[src/include/fsp_regs.svh]
// register offsets, field positions and reset values for the flash protection block
// assumes a plain register port with byte-wide data and a 16-bit cpu address for the key window
//
//============================================================
// What this block does
// reset copies options byte into options shadow
// options bits 5..2 read zero; writes ignored
// options change needs reprogram plus new reset
// backdoor disabled when option bit 7 zero
// matching ordered 8-byte key unsecures until reset
// debug-sourced key writes are refused
// option bit 6 one disables vector redirection
// only security code 1:0 means unsecured
// secure state blocks unsecured memory access
// key match or blank check sets 1:0
// config bits 7..5 rw; 4..0 read zero
// key enable zero: key window starts commands
// key enable one: key window takes key bytes
// reset copies protection byte into protection shadow
// protection writes only accepted from debug
// protect select sets unprotected high boundary
// no erase or program inside protected block
// protection disable bit 0 protects nothing
// clearing key enable triggers key compare
// protected command ignored, violation flag set
// key enable resets to zero
`ifndef FSP_REGS_SVH
`define FSP_REGS_SVH

//============================================================
// register map (byte offsets on the local port)
`define FSP_OFS_OPTIONS 4'h0
`define FSP_OFS_CONFIG 4'h1
`define FSP_OFS_PROTECT 4'h2
`define FSP_OFS_STATUS 4'h3
`define FSP_OFS_VIOL_CLR 4'h4

//============================================================
// field positions
`define FSP_OPT_BACKDOOR 7
`define FSP_OPT_NOREDIR 6
`define FSP_OPT_MASK 8'hC3
`define FSP_CFG_KEYWEN 5
`define FSP_CFG_MASK 8'hE0
`define FSP_PROT_DIS 0
`define FSP_STAT_SECURE 0
`define FSP_STAT_VIOL 1
`define FSP_STAT_REDIR 2

//============================================================
// values
`define FSP_SEC_UNSECURED 2'h2
`define FSP_CFG_RESET 8'h00
`define FSP_KEY_BASE 16'hFFB0
`define FSP_KEY_LAST 3'h7
`define FSP_RD_ZERO 8'h00
`define FSP_PROT_SHIFT 9

`endif

[src/include/fsp_pkg.sv]
// types shared by the flash protection block
// assumes nothing beyond a SystemVerilog compiler
package fsp_pkg;
    typedef enum logic [1:0] {
        FSP_LOAD_IDLE,
        FSP_LOAD_COPY,
        FSP_LOAD_DONE
    } fsp_load_e;
    typedef logic [7:0] fsp_byte_t;
endpackage

[src/verilog/fsp_flash_protect.sv]
// flash option, configuration and protection register logic with backdoor key compare
// assumes nv bytes are stable from reset release; key bytes of flash arrive on a flat port
//
// Local design decisions: strobed register access and the address map.
`timescale 1ns/1ns
`include "fsp_regs.svh"
module fsp_flash_protect
    import fsp_pkg::*;
#(
    parameter int KEY_BYTES = 8,
    parameter int ADDR_W = 16
) (
    // clock and reset
    input wire logic clock,
    input wire logic rst_n,
    // nonvolatile bytes from flash
    input wire logic [7:0] nv_options_byte,
    input wire logic [7:0] nv_protection_byte,
    input wire logic [8*KEY_BYTES-1:0] backdoor_key_bytes,
    // register port
    input wire logic [3:0] reg_addr,
    input wire logic [7:0] reg_wdata,
    input wire logic reg_wr,
    input wire logic reg_rd,
    input wire logic reg_from_debug,
    output logic [7:0] reg_rdata,
    // cpu writes into flash space
    input wire logic cpu_wr,
    input wire logic [ADDR_W-1:0] cpu_addr,
    input wire logic [7:0] cpu_wdata,
    input wire logic cpu_from_debug,
    // command launch from the sequencer
    input wire logic cmd_launch,
    input wire logic cmd_is_modify,
    input wire logic [ADDR_W-1:0] cmd_addr,
    input wire logic blank_check_pass,
    // results
    output logic cmd_start,
    output logic cmd_accept,
    output logic protection_violation_flag,
    output logic secure,
    output logic debug_mem_block,
    output logic vector_redirect_disable
);
    logic [7:0] options_shadow_reg;
    logic [7:0] protection_shadow_reg;
    logic [7:0] flash_config_reg;
    logic [1:0] security_code_reg;
    logic [7:0] key_wr_mask_reg;
    logic key_ok_reg;
    logic [3:0] cmp_idx_reg;
    logic cmp_busy_reg;
    logic [2:0] rd_idx;
    logic [7:0] key_rd_data;
    fsp_load_e load_reg;
    logic key_window;
    logic key_write;
    logic in_protected;
    logic backdoor_enable_clear;
    logic [ADDR_W-1:0] boundary;

    //============================================================
    // nonvolatile copy at reset release
    // a strap-like copy: async reset takes constants, the load follows release
    always_ff @(posedge clock or negedge rst_n) begin
        if (!rst_n) begin
            load_reg <= FSP_LOAD_IDLE;
        end else begin
            case (load_reg)
                FSP_LOAD_IDLE: load_reg <= FSP_LOAD_COPY;
                FSP_LOAD_COPY: load_reg <= FSP_LOAD_DONE;
                FSP_LOAD_DONE: load_reg <= FSP_LOAD_DONE;
                default: load_reg <= FSP_LOAD_IDLE;
            endcase
        end
    end

    // options shadow: only a reset reloads it, software writes fall on the floor
    always_ff @(posedge clock or negedge rst_n) begin
        if (!rst_n) begin
            options_shadow_reg <= 8'h00;
        end else if (load_reg == FSP_LOAD_IDLE) begin
            options_shadow_reg <= nv_options_byte & `FSP_OPT_MASK;
        end
    end

    // protection shadow: debug may rewrite it, firmware may not
    always_ff @(posedge clock or negedge rst_n) begin
        if (!rst_n) begin
            protection_shadow_reg <= 8'hFF;
        end else if (load_reg == FSP_LOAD_IDLE) begin
            protection_shadow_reg <= nv_protection_byte;
        end else if (reg_wr && reg_addr == `FSP_OFS_PROTECT && reg_from_debug) begin
            protection_shadow_reg <= reg_wdata;
        end
    end

    //============================================================
    // configuration register
    always_ff @(posedge clock or negedge rst_n) begin
        if (!rst_n) begin
            flash_config_reg <= `FSP_CFG_RESET;
        end else if (reg_wr && reg_addr == `FSP_OFS_CONFIG) begin
            flash_config_reg <= reg_wdata & `FSP_CFG_MASK;
        end
    end

    assign backdoor_enable_clear = reg_wr && reg_addr == `FSP_OFS_CONFIG
        && flash_config_reg[`FSP_CFG_KEYWEN] && !reg_wdata[`FSP_CFG_KEYWEN];

    //============================================================
    // key window decode
    assign key_window = cpu_addr[ADDR_W-1:3] == `FSP_KEY_BASE >> 3;
    // debug writes never count as key bytes
    assign key_write = cpu_wr && key_window && flash_config_reg[`FSP_CFG_KEYWEN]
        && !cpu_from_debug;

    // with key enable clear a write anywhere starts a command
    always_ff @(posedge clock or negedge rst_n) begin
        if (!rst_n) begin
            cmd_start <= 1'b0;
        end else begin
            cmd_start <= cpu_wr && !flash_config_reg[`FSP_CFG_KEYWEN];
        end
    end

    // track which key bytes arrived, each at its own offset to keep order
    always_ff @(posedge clock or negedge rst_n) begin
        if (!rst_n) begin
            key_wr_mask_reg <= 8'h00;
        end else if (backdoor_enable_clear) begin
            key_wr_mask_reg <= 8'h00;
        end else if (key_write) begin
            key_wr_mask_reg[cpu_addr[2:0]] <= 1'b1;
        end
    end

    fsp_key_store #(
        .DEPTH(KEY_BYTES),
        .AW(3)
    ) u_keys (
        .clock(clock),
        .rst_n(rst_n),
        .wr_en(key_write),
        .wr_addr(cpu_addr[2:0]),
        .wr_data(cpu_wdata),
        .rd_addr(rd_idx),
        .rd_data(key_rd_data)
    );

    assign rd_idx = cmp_idx_reg[2:0];

    //============================================================
    // compare sequence after key enable is cleared, one byte per cycle
    // the store read is registered, so the check trails the index by a cycle
    always_ff @(posedge clock or negedge rst_n) begin
        if (!rst_n) begin
            cmp_busy_reg <= 1'b0;
            cmp_idx_reg <= 4'h0;
            key_ok_reg <= 1'b0;
        end else if (backdoor_enable_clear) begin
            cmp_busy_reg <= options_shadow_reg[`FSP_OPT_BACKDOOR] && (&key_wr_mask_reg);
            cmp_idx_reg <= 4'h0;
            key_ok_reg <= 1'b1;
        end else if (cmp_busy_reg) begin
            cmp_idx_reg <= cmp_idx_reg + 4'h1;
            if (cmp_idx_reg != 4'h0 &&
                key_rd_data != backdoor_key_bytes[8*(cmp_idx_reg-4'h1) +: 8]) begin
                key_ok_reg <= 1'b0;
            end
            if (cmp_idx_reg == {1'b0, `FSP_KEY_LAST} + 4'h1) begin
                cmp_busy_reg <= 1'b0;
            end
        end
    end

    //============================================================
    // effective security code
    always_ff @(posedge clock or negedge rst_n) begin
        if (!rst_n) begin
            security_code_reg <= 2'h0;
        end else if (load_reg == FSP_LOAD_IDLE) begin
            security_code_reg <= nv_options_byte[1:0];
        end else if (blank_check_pass) begin
            security_code_reg <= `FSP_SEC_UNSECURED;
        end else if (cmp_busy_reg && cmp_idx_reg == {1'b0, `FSP_KEY_LAST} + 4'h1
            && key_ok_reg && key_rd_data == backdoor_key_bytes[8*`FSP_KEY_LAST +: 8]) begin
            security_code_reg <= `FSP_SEC_UNSECURED;
        end
    end

    always_ff @(posedge clock or negedge rst_n) begin
        if (!rst_n) begin
            secure <= 1'b1;
            debug_mem_block <= 1'b1;
            vector_redirect_disable <= 1'b0;
        end else begin
            secure <= security_code_reg != `FSP_SEC_UNSECURED;
            debug_mem_block <= security_code_reg != `FSP_SEC_UNSECURED;
            vector_redirect_disable <= options_shadow_reg[`FSP_OPT_NOREDIR];
        end
    end

    //============================================================
    // block protection: locations above boundary are protected
    // select field bits 7..1 form the upper address bits of the last unprotected 512-byte block
    assign boundary = ADDR_W'({protection_shadow_reg[7:1], 9'h1FF});
    assign in_protected = !protection_shadow_reg[`FSP_PROT_DIS] && cmd_addr > boundary;

    always_ff @(posedge clock or negedge rst_n) begin
        if (!rst_n) begin
            cmd_accept <= 1'b0;
        end else begin
            cmd_accept <= cmd_launch && !(cmd_is_modify && in_protected);
        end
    end

    // sticky violation, set wins over a write-one clear
    always_ff @(posedge clock or negedge rst_n) begin
        if (!rst_n) begin
            protection_violation_flag <= 1'b0;
        end else if (cmd_launch && cmd_is_modify && in_protected) begin
            protection_violation_flag <= 1'b1;
        end else if (reg_wr && reg_addr == `FSP_OFS_VIOL_CLR && reg_wdata[0]) begin
            protection_violation_flag <= 1'b0;
        end
    end

    //============================================================
    // register read, data one cycle after the strobe
    always_ff @(posedge clock or negedge rst_n) begin
        if (!rst_n) begin
            reg_rdata <= `FSP_RD_ZERO;
        end else if (reg_rd) begin
            case (reg_addr)
                `FSP_OFS_OPTIONS: reg_rdata <= options_shadow_reg;
                `FSP_OFS_CONFIG: reg_rdata <= flash_config_reg;
                `FSP_OFS_PROTECT: reg_rdata <= protection_shadow_reg;
                `FSP_OFS_STATUS: reg_rdata <= {5'h00, vector_redirect_disable,
                    protection_violation_flag, secure};
                default: reg_rdata <= `FSP_RD_ZERO;
            endcase
        end else begin
            reg_rdata <= `FSP_RD_ZERO;
        end
    end
endmodule

[src/verilog/fsp_key_store.sv]
// small register file holding the eight backdoor key bytes written by firmware
// assumes writes and reads are synchronous to clock; read data is registered
`timescale 1ns/1ns
module fsp_key_store
    import fsp_pkg::*;
#(
    parameter int DEPTH = 8,
    parameter int AW = 3
) (
    // clock and reset
    input wire logic clock,
    input wire logic rst_n,
    // write side
    input wire logic wr_en,
    input wire logic [AW-1:0] wr_addr,
    input wire logic [7:0] wr_data,
    // read side
    input wire logic [AW-1:0] rd_addr,
    output logic [7:0] rd_data
);
    logic [7:0] mem_reg [DEPTH];

    //============================================================
    // storage, one generate entry per byte
    genvar gi;
    generate
        for (gi = 0; gi < DEPTH; gi++) begin : g_byte
            always_ff @(posedge clock or negedge rst_n) begin
                if (!rst_n) begin
                    mem_reg[gi] <= 8'h00;
                end else if (wr_en && wr_addr == AW'(gi)) begin
                    mem_reg[gi] <= wr_data;
                end
            end
        end
    endgenerate

    // registered read port
    always_ff @(posedge clock or negedge rst_n) begin
        if (!rst_n) begin
            rd_data <= 8'h00;
        end else begin
            rd_data <= mem_reg[rd_addr];
        end
    end
endmodule

[config.mk]
export PLATFORM = sky130hd
export DESIGN_NAME = fsp_flash_protect
export DESIGN_NICKNAME = d
export VERILOG_FILES = /design/src/include/fsp_pkg.sv /design/src/verilog/fsp_flash_protect.sv /design/src/verilog/fsp_key_store.sv
export VERILOG_INCLUDE_DIRS = /design/src /design/src/include
export SDC_FILE = /design/constraint.sdc
export NUM_CORES = 1
export LEC_CHECK = 0
export BUFFER_PORTS_ARGS = -buffer_cell sky130_fd_sc_hd__buf_4
export CAP_MARGIN = 10
export CORE_UTILIZATION = 57
export DETAILED_ROUTE_END_ITERATION = 8
export PLACE_DENSITY = 0.85
export SYNTH_ARGS = -nofsm -noshare
export SYNTH_HDL_FRONTEND = slang
export SYNTH_SLANG_ARGS = --single-unit
[constraint.sdc]
create_clock -name clock -period 6.38 [get_ports clock]
set_clock_uncertainty 0.05 [all_clocks]
set_input_delay 0.957 -clock clock [delete_from_list [all_inputs] [get_ports clock]]
set_output_delay 0.957 -clock clock [all_outputs]
set_load 0.005 [all_outputs]
==> summary.md <==
| Metric | Value |
|---|---|
| Setup crit start kind | register |
| Yosys cell types | 45 |
| Sequential Area | 2970 um^2 |
| Detailed Place HPWL | 9830 um |
| Antenna Cells | 0 |
| Post-Layout Cell Count | 762 |
| Setup tns final | 0 ps |
| Die Y | about 100 um |
| Placed Cells | 730 |
| CTS tree | yes |
| Synth top area share | 45.2% |
| Commonest non-fill, non-tap cells in the layout | buf_4 (153), dfrtp_1 (108), mux2_2 (79) |
| Growth of design area from synthesis to finish | 29.8% |
| Final hold viol count | 0 |
| Post-route ant nets | 0 |
| Mapped Area | 6040 um^2 |
| Crit-path cells | inv_1, ha_1, o21bai_1, o22ai_1, a22oi_1, xnor2_1, nor4_1, nand2_1, a21oi_1 |
| Number of fill cells | approximately 650 |
| Final setup viols | 0 |
| Ys Warns | 0 |
| # clock sinks | 118 |
| Result of the run | completed |
| Tot GR Track Use | roughly 29% |
| Full die area | 11,000 um^2 |
| Flop and latch count out of synthesis | 118 |
| Global-route congestion overflow total | 0 |
| Slew HR | 33.6% |
| Post-synth EDFFs | 0 |
| Least-Margin Pin Slew | 996 ps |
| Fin crit share | roughly 55% |
| First-pass GRT wire length | around 24,000 um |
| Cell Rows | 37 |
| Post-CTS Setup Inserts | 0 |
| Iter 0 DRT Violations | ~320 |
| Synth Area per Inst | approximately 13 um^2 |
| Leak Pwr | 3.79 nW |
| CP Data Required Time | 6760 ps |
| Worst path bufs/invs | 1 |
| Critical setup path kind | reg2reg |
| Fin Hold WS | 359 ps |
| Final Max Tran Viols | 0 |
| DRC viols | 0 |
| HP Class | reg2reg |
| Layout cells sized above 1 | 48.9% |
| Peak VDD IR | between 0.2 and 0.25 mV |
| Worst path max stage delay | 990 ps |
| Yosys top cell by area | dfrtp_1 |
| CP Capture Type | register |
| Post-CTS Hold Buffers | 0 |
| Largest net degree at the start of global routing | 64 |
| Total wire length | 14,700 um |
| Async set-or-reset flop fraction in the synthesized netlist | 100% |
| IO Pins | about 160 |
| Detailed-route via count | 4,426 |
| Clock Path Buffers | 2 |
| Multi-input gate area | between 2000 and 3000 um^2 |
| Commonest non-fill, non-tap cell in the layout | buf_4 |
| Worst-path clk slew | 60 ps |
| Gpl congestion | 0.828 |
| # resized after CTS | 0 |
| Largest delay contributor family on the critical path | flip-flops |
| PortBufs | 151 |
| TritonCTS Buffers | 17 |
| Seq/Total Area, Yosys | 49.1% |
| Synthesized net count | 618 |
| Worst Path Arrival | 3870 ps |
| Nets@finish | 766 |
| Peak Freq | 287 MHz |
| Critical path's slowest cell | dfrtp_1 |
| Max FFs per register | 64 |
| Die Span X | 105 um |
| Final min period | 3480 ps |
| Core Area | around 10,000 um^2 |
| Initial core utilization | 58.7% |
| Vias in the first global route | 4,776 |
| Utilization after layout | about three quarters |
| Post-Synthesis Cells | 465 |
| Via density per instance | 5.81 |
| Max cap viols | 0 |
| PwrDens | 325 nW/um^2 |
| Worst-path fanout max | 22 |
| CTS H-tree depth | 4 |
| Initial antenna violation count | 0 |
| Ys flop type | dfrtp_1 |
| RSZ-0062 raised after global routing | false |
| Top post-synthesis cells by area | dfrtp_1 (45%), mux2_2 (15%), mux4_2 (9.0%) |
| Drt pass-1 iters | 4 |
| Root buffer cell | clkbuf_8 |
| Wirelength per Cell | 19.3 um |
| Clk Latency, worst-skew pair | 520 ps |
[layer usage]
metal | track usage (%) | routed length [um]
met3 | 7.05 | 858
met5 | 0 | 0
met4 | 11.8 | 380
met2 | 49.7 | 7730
met1 | 34.1 | 5770
[synth_stat cells (3+ instances only)]
library cell	n
a21oi_1	11
a22oi_1	10
buf_2	5
clkbuf_1	13
dfrtp_1	109
dfstp_2	9
ha_1	11
inv_1	17
mux2_2	79
mux2i_1	28
mux4_2	24
nand2_1	19
nand2b_1	3
nand3_1	3
nand4_1	10
nand4b_1	3
nor2_1	26
nor2b_1	5
nor3_1	3
nor3b_1	4
nor4_1	6
o21ai_0	13
o22ai_1	8
xnor2_1	12
xor2_1	7
[final cells by class]
| cell class | instances | area share [%] |
|---|---|---|
| Sequential cell | 118 | 37.8 |
| Inverter | 17 | 0.814 |
| Clock inverter | 14 | 2.24 |
| Timing Repair Buffer | 153 | 14.7 |
| Clock buffer | 18 | 5.33 |
| Multi-Input combinational cell | 306 | 36.9 |
| Tap cell | 136 | 2.17 |
[final timing paths]
check / start / endpoint / slack (ps) / depth (start not counted)
max reg2reg: cmp_idx_reg[1] / key_ok_reg / 2900 / 9
max in group asynchronous: rst_n / cmp_idx_reg[0] / 4530 / 2
min in group asynchronous: rst_n / reg_rdata[4] / 420 / 1
min: options_shadow_reg[6] / vector_redirect_disable / 360 / 0
min reg2reg: options_shadow_reg[6] / vector_redirect_disable / 360 / 0
max: cmp_idx_reg[1] / key_ok_reg / 2900 / 9
[where the power goes]
group / switching [W] / leakage (nW) / internal (W)
clock network: 0.000351 / 0.282 / 0.000598
registers: 0.000108 / 1.56 / 0.000798
logic: 0.000333 / 1.96 / 0.000361
total: 0.000791 / 3.79 / 0.00176
[stage by stage]
stage	setup WS (ps)	power [W]	cell area, um^2
after floorplan	3170	0.00140	6040
after global placement	3170	0.00158	7240
after detailed placement	3050	0.00160	7240
after CTS	2910	0.00256	7840
after global routing	2670	0.00266	7840
final	2900	0.00255	7840
[cell families after synthesis]
group                      share of synthesized area [%]
muxes                                               28.5
DFF                                                 49.1
and+or+nand+nor                                     8.96
AOI/OAI and AO/OA                                   5.35
buffers and inverters                               3.03
xor gates and xnor gates                            2.76
adders and majority gates                           2.28
Note: power is estimated with default switching activity, not from simulation.
